[config.mk]
export PLATFORM = sky130hd
export DESIGN_NAME = otcm_top
export DESIGN_NICKNAME = d
export VERILOG_FILES = /design/src/design/otcm_pkg.sv /design/src/design/otcm_src_sel.sv /design/src/design/otcm_top.sv
export SDC_FILE = /design/constraint.sdc
export NUM_CORES = 1
export LEC_CHECK = 0
export BUFFER_PORTS_ARGS = -buffer_cell sky130_fd_sc_hd__buf_2
export CAP_MARGIN = 5
export CELL_PAD_IN_SITES_DETAIL_PLACEMENT = 0
export CELL_PAD_IN_SITES_GLOBAL_PLACEMENT = 2
export CORE_ASPECT_RATIO = 1.2
export CORE_MARGIN = 1.5
export CORE_UTILIZATION = 35
export CTS_BUF_LIST = sky130_fd_sc_hd__clkbuf_4
export CTS_CLUSTER_DIAMETER = 80
export DETAILED_ROUTE_END_ITERATION = 10
export GPL_ROUTABILITY_DRIVEN = 1
export PLACE_DENSITY_LB_ADDON = 0.1
export SLEW_MARGIN = 20
export SYNTH_ARGS = -nofsm -noshare
export SYNTH_HDL_FRONTEND = slang
export SYNTH_SLANG_ARGS = --single-unit
[constraint.sdc]
create_clock -name sys_clk -period 3.36 [get_ports sys_clk]
set_clock_uncertainty 0.2 [all_clocks]
set_input_delay 0.168 -clock sys_clk [delete_from_list [all_inputs] [get_ports sys_clk]]
set_output_delay 0.168 -clock sys_clk [all_outputs]
set_load 0.005 [all_outputs]
[src/design/otcm_pkg.sv]
// package for the oscillator trim and clock multiplier block.
// assumes a single 40 MHz sys_clk and an 8-bit register port.
package otcm_pkg;
  localparam logic [7:0] MULT_CTRL_ADDR   = 8'h97;
  localparam logic [7:0] FINE_TRIM_ADDR   = 8'h9E;
  localparam logic [7:0] COARSE_TRIM_ADDR = 8'hA2;

  localparam int MULT_ON_BIT    = 7;
  localparam int MULT_INIT_BIT  = 6;
  localparam int MULT_LOCK_BIT  = 5;
  localparam int SCALE_LSB      = 2;
  localparam int SOURCE_LSB     = 0;
  localparam int COARSE_W       = 7;
  localparam int FINE_W         = 6;

  localparam logic [7:0] MULT_CTRL_RESET = 8'h00;

  localparam logic [1:0] SRC_INT_HALF = 2'h0;
  localparam logic [1:0] SRC_EXT      = 2'h1;
  localparam logic [1:0] SRC_EXT_HALF = 2'h2;
  localparam logic [1:0] CORE_SEL_MULT = 2'h2;

  localparam logic [2:0] SCALE_FIRST_FRAC = 3'h3;
  localparam logic [2:0] SCALE_UNITY_DIV  = 3'h2;

  // ticks are half periods of the x4 clock: eight per input period
  localparam logic [3:0] TICKS_PER_INPUT = 4'h8;
  localparam int         TICK_SHIFT      = 3;

  localparam int CLK_PERIOD_NS  = 25;
  localparam int LOCK_TIME_NS   = 2000;
  localparam int LOCK_CYCLES    = (LOCK_TIME_NS + CLK_PERIOD_NS - 1)
                                  / CLK_PERIOD_NS;
  localparam int FAST_GAP_NS    = 100;
  localparam int FAST_GAP_CYC   = FAST_GAP_NS / CLK_PERIOD_NS;

  typedef enum logic [1:0] {
    OTCM_OFF,
    OTCM_WARM,
    OTCM_LOCKING,
    OTCM_LOCKED
  } otcm_state_t;
endpackage

[src/design/otcm_src_sel.sv]
// input conditioning for the multiplier: synchronises both oscillator
// pins, halves them and picks one source as a rising-edge pulse.
// assumes oscillator pins are well below half of sys_clk.
`timescale 1ns/1ps
module otcm_src_sel
  import otcm_pkg::*;
(
  input  wire logic       sys_clk,
  input  wire logic       reset,
  input  wire logic       int_osc_clk,
  input  wire logic       ext_osc_clk,
  input  wire logic [1:0] source,
  output logic            src_rise
);
  logic [1:0] meta_reg;
  logic [1:0] sync_reg;
  logic [1:0] last_reg;
  logic [1:0] half_reg;
  logic [1:0] rise;
  logic       sel_next;

  genvar i;
  generate
    for (i = 0; i < 2; i++)
    begin : g_pin
      always_ff @(posedge sys_clk or posedge reset)
      begin
        if (reset)
        begin
          meta_reg[i] <= 1'b0;
          sync_reg[i] <= 1'b0;
          last_reg[i] <= 1'b0;
          half_reg[i] <= 1'b0;
        end
        else
        begin
          meta_reg[i] <= (i == 0) ? int_osc_clk : ext_osc_clk;
          sync_reg[i] <= meta_reg[i];
          last_reg[i] <= sync_reg[i];
          if (rise[i])
            half_reg[i] <= ~half_reg[i];
        end
      end
      assign rise[i] = sync_reg[i] & ~last_reg[i];
    end
  endgenerate

  // reserved code 11 falls back to the halved external path
  always_comb
  begin
    unique case (source)
      SRC_INT_HALF: sel_next = rise[0] & ~half_reg[0];
      SRC_EXT:      sel_next = rise[1];
      default:      sel_next = rise[1] & ~half_reg[1];
    endcase
  end

  always_ff @(posedge sys_clk or posedge reset)
  begin
    if (reset)
      src_rise <= 1'b0;
    else
      src_rise <= sel_next;
  end
endmodule

[src/design/otcm_top.sv]
// oscillator trim registers and a digital model of the clock multiplier.
// assumes one sys_clk; oscillator pins arrive asynchronously and the
// analog oscillator consumes the trim outputs directly.
`timescale 1ns/1ps
module otcm_top
  import otcm_pkg::*;
(
  input  wire logic                sys_clk,
  input  wire logic                reset,
  input  wire logic [7:0]          addr,
  input  wire logic [7:0]          wr_data,
  input  wire logic                wr_en,
  input  wire logic                rd_en,
  output logic      [7:0]          rd_data,
  input  wire logic                int_osc_clk,
  input  wire logic                ext_osc_clk,
  input  wire logic [COARSE_W-1:0] factory_coarse,
  input  wire logic [FINE_W-1:0]   factory_fine,
  input  wire logic [1:0]          core_clock_source,
  output logic      [COARSE_W-1:0] coarse_trim,
  output logic      [FINE_W-1:0]   fine_trim,
  output logic                     mult_clk,
  output logic                     mult_locked,
  output logic                     core_from_mult
);
  otcm_state_t state_reg;
  otcm_state_t state_next;

  logic        cal_pending_reg;
  logic        mult_on_reg;
  logic        mult_init_reg;
  logic [2:0]  scale_reg;
  logic [1:0]  source_reg;
  logic [15:0] lock_cnt_reg;
  logic [15:0] period_cnt_reg;
  logic [15:0] gap_reg;
  logic [15:0] gap_cnt_reg;
  logic [3:0]  burst_reg;
  logic [2:0]  scale_cnt_reg;
  logic [2:0]  divisor;
  logic [2:0]  half;
  logic [15:0] gap_next;
  logic        src_rise;
  logic        tick;
  logic        running;
  logic        wr_ctrl;
  logic        ctrl_off;
  logic        init_req;
  logic [7:0]  rd_next;

  assign wr_ctrl  = wr_en && (addr == MULT_CTRL_ADDR);
  assign ctrl_off = wr_ctrl && !wr_data[MULT_ON_BIT];
  assign init_req = wr_ctrl && wr_data[MULT_ON_BIT]
                    && wr_data[MULT_INIT_BIT];
  assign running  = (state_reg != OTCM_OFF);

  // trim fields; calibration straps are taken one edge after release
  always_ff @(posedge sys_clk or posedge reset)
  begin
    if (reset)
    begin
      cal_pending_reg <= 1'b1;
      coarse_trim     <= '0;
      fine_trim       <= '0;
    end
    else if (cal_pending_reg)
    begin
      cal_pending_reg <= 1'b0;
      coarse_trim     <= factory_coarse;
      fine_trim       <= factory_fine;
    end
    else if (wr_en)
    begin
      // upper bits are dropped, the oscillator sees only the field
      if (addr == COARSE_TRIM_ADDR)
        coarse_trim <= wr_data[COARSE_W-1:0];
      if (addr == FINE_TRIM_ADDR)
        fine_trim <= wr_data[FINE_W-1:0];
    end
  end

  // control fields; a zero write clears everything at once
  always_ff @(posedge sys_clk or posedge reset)
  begin
    if (reset)
    begin
      mult_on_reg   <= MULT_CTRL_RESET[MULT_ON_BIT];
      mult_init_reg <= MULT_CTRL_RESET[MULT_INIT_BIT];
      scale_reg     <= MULT_CTRL_RESET[SCALE_LSB+:3];
      source_reg    <= MULT_CTRL_RESET[SOURCE_LSB+:2];
    end
    else if (wr_ctrl)
    begin
      mult_on_reg   <= wr_data[MULT_ON_BIT];
      mult_init_reg <= wr_data[MULT_INIT_BIT];
      scale_reg     <= wr_data[SCALE_LSB+:3];
      source_reg    <= wr_data[SOURCE_LSB+:2];
    end
  end

  always_comb
  begin
    state_next = state_reg;
    unique case (state_reg)
      OTCM_OFF:
        if (wr_ctrl && wr_data[MULT_ON_BIT])
          state_next = init_req ? OTCM_LOCKING : OTCM_WARM;
      OTCM_WARM:
        if (init_req)
          state_next = OTCM_LOCKING;
      OTCM_LOCKING:
        if (lock_cnt_reg == 16'(LOCK_CYCLES - 1))
          state_next = OTCM_LOCKED;
      OTCM_LOCKED:
        if (init_req)
          state_next = OTCM_LOCKING;
    endcase
    if (ctrl_off)
      state_next = OTCM_OFF;
  end

  always_ff @(posedge sys_clk or posedge reset)
  begin
    if (reset)
      state_reg <= OTCM_OFF;
    else
      state_reg <= state_next;
  end

  always_ff @(posedge sys_clk or posedge reset)
  begin
    if (reset)
      lock_cnt_reg <= '0;
    else if (state_reg != OTCM_LOCKING || init_req)
      lock_cnt_reg <= '0;
    else
      lock_cnt_reg <= lock_cnt_reg + 16'h0001;
  end

  always_ff @(posedge sys_clk or posedge reset)
  begin
    if (reset)
      mult_locked <= 1'b0;
    else
      mult_locked <= (state_next == OTCM_LOCKED);
  end

  otcm_src_sel u_src_sel (
    .sys_clk     (sys_clk),
    .reset       (reset),
    .int_osc_clk (int_osc_clk),
    .ext_osc_clk (ext_osc_clk),
    .source      (source_reg),
    .src_rise    (src_rise)
  );

  // input period, saturating so a stopped source cannot wrap
  always_ff @(posedge sys_clk or posedge reset)
  begin
    if (reset)
      period_cnt_reg <= '0;
    else if (src_rise)
      period_cnt_reg <= 16'h0001;
    else if (period_cnt_reg != 16'hFFFF)
      period_cnt_reg <= period_cnt_reg + 16'h0001;
  end

  // tick spacing: an eighth of the period, but never slower than the
  // fastest lock rate, so a slow input gets a quick burst then idles
  always_comb
  begin
    gap_next = period_cnt_reg >> TICK_SHIFT;
    if (gap_next > 16'(FAST_GAP_CYC))
      gap_next = 16'(FAST_GAP_CYC);
    if (gap_next == 16'h0000)
      gap_next = 16'h0001;
  end

  always_ff @(posedge sys_clk or posedge reset)
  begin
    if (reset)
    begin
      gap_reg     <= 16'h0001;
      gap_cnt_reg <= 16'h0001;
      burst_reg   <= '0;
    end
    else if (!running)
    begin
      gap_cnt_reg <= 16'h0001;
      burst_reg   <= '0;
    end
    else if (src_rise)
    begin
      // every input edge restarts a full burst of ticks
      gap_reg     <= gap_next;
      gap_cnt_reg <= gap_next;
      burst_reg   <= TICKS_PER_INPUT;
    end
    else if (burst_reg != 4'h0)
    begin
      if (gap_cnt_reg <= 16'h0001)
      begin
        gap_cnt_reg <= gap_reg;
        burst_reg   <= burst_reg - 4'h1;
      end
      else
        gap_cnt_reg <= gap_cnt_reg - 16'h0001;
    end
  end

  assign tick = running && !src_rise && (burst_reg != 4'h0)
                && (gap_cnt_reg <= 16'h0001);

  // divisor d gives 2/d; codes below the first fraction mean unity
  assign divisor = (scale_reg < SCALE_FIRST_FRAC) ? SCALE_UNITY_DIV
                                                  : scale_reg;
  assign half    = divisor >> 1;

  always_ff @(posedge sys_clk or posedge reset)
  begin
    if (reset)
      scale_cnt_reg <= '0;
    else if (!running)
      scale_cnt_reg <= '0;
    else if (tick)
      scale_cnt_reg <= (scale_cnt_reg >= divisor - 3'h1) ? 3'h0
                       : scale_cnt_reg + 3'h1;
  end

  // odd divisors stay high for the shorter half, so duty is uneven
  always_ff @(posedge sys_clk or posedge reset)
  begin
    if (reset)
      mult_clk <= 1'b0;
    else if (!running)
      mult_clk <= 1'b0;
    else
      mult_clk <= (scale_cnt_reg < half);
  end

  always_ff @(posedge sys_clk or posedge reset)
  begin
    if (reset)
      core_from_mult <= 1'b0;
    else
      core_from_mult <= (core_clock_source == CORE_SEL_MULT);
  end

  always_comb
  begin
    rd_next = 8'h00;
    unique case (addr)
      MULT_CTRL_ADDR:
        rd_next = {mult_on_reg, mult_init_reg, mult_locked,
                   scale_reg, source_reg};
      FINE_TRIM_ADDR:   rd_next = {2'h0, fine_trim};
      COARSE_TRIM_ADDR: rd_next = {1'h0, coarse_trim};
      default:          rd_next = 8'h00;
    endcase
  end

  // data stands only in the cycle after the strobe
  always_ff @(posedge sys_clk or posedge reset)
  begin
    if (reset)
      rd_data <= 8'h00;
    else if (rd_en)
      rd_data <= rd_next;
    else
      rd_data <= 8'h00;
  end

  localparam int LOCK_MAX = LOCK_CYCLES + 2;

  // cycles since the last initialise with no control write since; a
  // counter keeps the lock window out of a long repetition
  logic [7:0] since_init_reg;

  always_ff @(posedge sys_clk or posedge reset)
  begin
    if (reset)
      since_init_reg <= 8'h00;
    else if (init_req)
      since_init_reg <= 8'h01;
    else if (wr_ctrl)
      since_init_reg <= 8'h00;
    else if (since_init_reg != 8'h00 && since_init_reg != 8'hFF)
      since_init_reg <= since_init_reg + 8'h01;
  end

  coarse_write_a: assert property (@(posedge sys_clk)
    disable iff (reset)
    wr_en && addr == COARSE_TRIM_ADDR && !cal_pending_reg
    |=> coarse_trim == $past(wr_data[COARSE_W-1:0]))
    else $error("coarse trim did not take the write");

  fine_write_a: assert property (@(posedge sys_clk)
    disable iff (reset)
    wr_en && addr == FINE_TRIM_ADDR && !cal_pending_reg
    |=> fine_trim == $past(wr_data[FINE_W-1:0]))
    else $error("fine trim did not take the write");

  cal_load_a: assert property (@(posedge sys_clk)
    disable iff (reset)
    cal_pending_reg |=> coarse_trim == $past(factory_coarse)
                        && fine_trim == $past(factory_fine))
    else $error("factory calibration not loaded");

  unused_zero_a: assert property (@(posedge sys_clk)
    disable iff (reset)
    rd_en && (addr == FINE_TRIM_ADDR || addr == COARSE_TRIM_ADDR)
    |=> rd_data[7] == 1'b0
        && ($past(addr) != FINE_TRIM_ADDR || !rd_data[6]))
    else $error("unused trim bits read nonzero");

  off_drops_a: assert property (@(posedge sys_clk)
    disable iff (reset)
    ctrl_off |=> !mult_locked ##1 !mult_locked && !mult_clk)
    else $error("disable did not stop the multiplier");

  lock_time_a: assert property (@(posedge sys_clk)
    disable iff (reset)
    init_req && !ctrl_off |=> !mult_locked [*8])
    else $error("locked flag rose too early");

  lock_reach_a: assert property (@(posedge sys_clk)
    disable iff (reset)
    since_init_reg == 8'(LOCK_MAX) && !wr_ctrl |-> mult_locked)
    else $error("multiplier never locked");

  burst_len_a: assert property (@(posedge sys_clk)
    disable iff (reset)
    running && src_rise |=> burst_reg == TICKS_PER_INPUT
                            && gap_cnt_reg <= 16'(FAST_GAP_CYC))
    else $error("input edge did not restart a burst");

  scale_range_a: assert property (@(posedge sys_clk)
    disable iff (reset)
    scale_cnt_reg < divisor || $changed(scale_reg))
    else $error("scale counter out of range");

  core_sel_a: assert property (@(posedge sys_clk)
    disable iff (reset)
    core_clock_source == CORE_SEL_MULT |=> core_from_mult)
    else $error("multiplier not offered to core clock");

  locked_c: cover property (@(posedge sys_clk) disable iff (reset)
    $rose(mult_locked));
  frac_c: cover property (@(posedge sys_clk) disable iff (reset)
    mult_locked && scale_reg == 3'h7 && tick);
  int_src_c: cover property (@(posedge sys_clk) disable iff (reset)
    source_reg == SRC_INT_HALF && src_rise && running);
  relock_c: cover property (@(posedge sys_clk) disable iff (reset)
    state_reg == OTCM_LOCKED && init_req);
endmodule

==> reports/metrics.yaml <==
drt:
  drtIter0Drc: 142
  routed_wl_um: 12700
  viasPerCell: 4.97
  wl_per_cell_um: 14.5
  dr.pass1.iters: 4
  ant_nets: 0
  vias: 4351
  drcViolationCount: 0
cts:
  clkLatencyLatePin_ps: 500
  holdBufCountCts: 49
  cts_resized: 0
  cts.sinks: 111
  root_buffer: "clkbuf_4"
  h-tree-depth: 3
  cts_made_buffers: 9
  post_cts_buffers: 0
  path_clk_slew_ps: 170
  cts_tree: "yes"
  clock_path_buffers: 2
pwr:
  power.leakage_nw: 2.94
  irDropWorstVdd_mv: 0.214
  seq_power_share: 0.484
  p_switching_mw: 1.42
  pwr-share-clk: 0.181
  pwr_density_cell_nw_per_um2: 551
  p_total_mw: 3.64
  p_int_mw: 2.22
  sw_frac_of_total: 0.390
  p_comb_frac: 0.334
synthesis:
  yosysMostFrequentCell: "dfrtp_1"
  ys_ff_latch: 111
  syn_avg_cell_area_um2: 9.74
  synth_async_sr_flop_share: 1.00
  yosys.area.top_type: "dfrtp_1"
  synth-edff-count: 0
  synth_area_um2: 5420
  synth_cells: 557
  ys_warn_count: 0
  yosysUniqueCellTypes: 55
  synth_ff_type: "dfrtp_1"
  ys_top_cells_by_count: "dfrtp_1 (108), nor2_1 (67), nand2_1 (52), o21ai_0 (36), a21oi_1 (27)"
  synth_top_area_frac: 0.498
  synthesis.nets: 606
  synthTopCellsByArea: "dfrtp_1 (50%), nor2_1 (4.6%), mux2i_1 (4.1%)"
  seq_area_frac_synth: 0.513
floorplan:
  start_util: 0.360
  die_area_um2: 16300
  core_area_um2: 15100
  die_x_um: 117
  rows: 49
  die_y_um: 139
  io_pins: 61
timing:
  fin_ws_ps: 774
  tns_ps: 0
  tightest_slew_ps: 771
  rsz0062_at_grt: "no"
  fmax_ghz: 0.387
  slew_headroom: 0.482
  finalCritPeriodShare: 0.770
  setup_violations: 0
  hold_viol_final: 0
  final.min_clock_period_ps: 2590
  slew_viol_final: 0
run_status:
  status: "complete, no violations"
critical_path:
  critical_path_class: "register to register"
  crit_arrival_ps: 2790
  required_ps: 3570
  critical_path.startpoint_type: "register"
  r2r_cells: 5
  crit_fanout: 8
  cp-end-kind: "register"
placed_design:
  gp_congestion: 0.777
  hpwl_um: 8730
  pre_cts_slack_ps: 770
  portBuffers: 60
cells_and_area:
  nets: 714
  nFillCells: 1530
  final_core_util: 0.437
  drive_gt1_frac: 0.154
  syn_to_final_growth_pct: 21.6
grt:
  grt_first_pass_wirelength_um: 21900
  track_usage: 0.170
  grt_pass1_vias: 4349
  antenna_found_initial: 1
  overflow: 0
  grt_max_degree: 112
worst_hold_path:
  holdPathStages: 5
  hp-class: "input port to register"
flow_run:
  drv_cap: 0
==> metal layers <==
metal  track usage  part of all wire  vias to the layer above
li1              -                 -                     2193
met1         0.238              0.49                     2078
met2         0.265              0.46                       69
met3        0.0427             0.037                       11
met4        0.0444             0.012                        0
met5             0                 0                        -
==> metrics by stage <==
| step | cell area [µm²] | cells | hold slack, ps |
|---|---|---|---|
| floorplan | 5420 | 557 | -0.570 |
| global placement | 5980 | 809 | 77.7 |
| detailed placement | 5980 | 809 | 77.8 |
| CTS | 6590 | 874 | 16.2 |
| global route | 6600 | 875 | 44.5 |
| finish | 6600 | 875 | 39.4 |
==> path summary, 6_finish.rpt <==
path / start / end / slack (ps)
max in group asynchronous: reset / gap_cnt_reg[11] / 2360
hold reg to reg: u_src_sel.meta_reg[0] / u_src_sel.sync_reg[0] / 180
min in group asynchronous: reset / u_src_sel.src_rise / 110
setup / recovery: gap_cnt_reg[6] / scale_cnt_reg[2] / 770
setup reg to reg: gap_cnt_reg[6] / scale_cnt_reg[2] / 770
hold / removal: addr[3] / state_reg[0] / 40
==> power by group through the flow <==
stage / registers, mW / clock network [mW] / logic, mW
2_1_floorplan: 1.71 / 0 / 0.907
3_3_place_gp: 1.78 / 0 / 1.17
3_5_place_dp: 1.79 / 0 / 1.17
4_1_cts: 1.76 / 0.700 / 1.23
5_1_grt: 1.80 / 0.746 / 1.39
6_report: 1.76 / 0.660 / 1.22
==> area by class of cell <==
type,instances,area (µm²),area share
Clock inverter,6,51.3,0.00778
Sequential cell,111,2780,0.422
Timing Repair Buffer,117,863,0.131
Antenna cell,1,2.50,0.000379
Tap cell,204,255,0.0387
Inverter,15,58.8,0.00892
Multi-Input combinational cell,411,2510,0.380
Clock buffer,10,75.1,0.0114
==> critical path, cell delays in order, from the launching register on <==
cell      delay [ps]
dfrtp_1          430
or4_4            590
or3_1            480
nor4_4           430
mux2i_1          130
a311oi_1         240
==> layout by cell type (no fill, tap or decap), types with 9 or more instances in the layout <==
master	instances
dfrtp_1	108
nor2_1	67
buf_2	60
nand2_1	52
dlygate4sd3_1	49
o21ai_0	36
a21oi_1	27
mux2i_1	22
xor2_1	18
nor3_1	18
nand3_1	18
inv_1	14
nor4_1	12
and2_1	12
ha_1	12
xnor2_1	11
and3_1	10
clkbuf_4	10
nand4_1	9
==> cells by family after synthesis <==
family	after synthesis	share of synthesized area
AND/OR/NAND/NOR	237	0.219
flip-flops	111	0.513
AO/OA/AOI/OAI	105	0.116
buffers and inverters	35	0.0258
XOR/XNOR	29	0.0468
multiplexers	27	0.0510
adder cells (fa/ha/maj)	12	0.0277
other	1	0.000691
No activity file was read; power rests on OpenSTA's default activity.
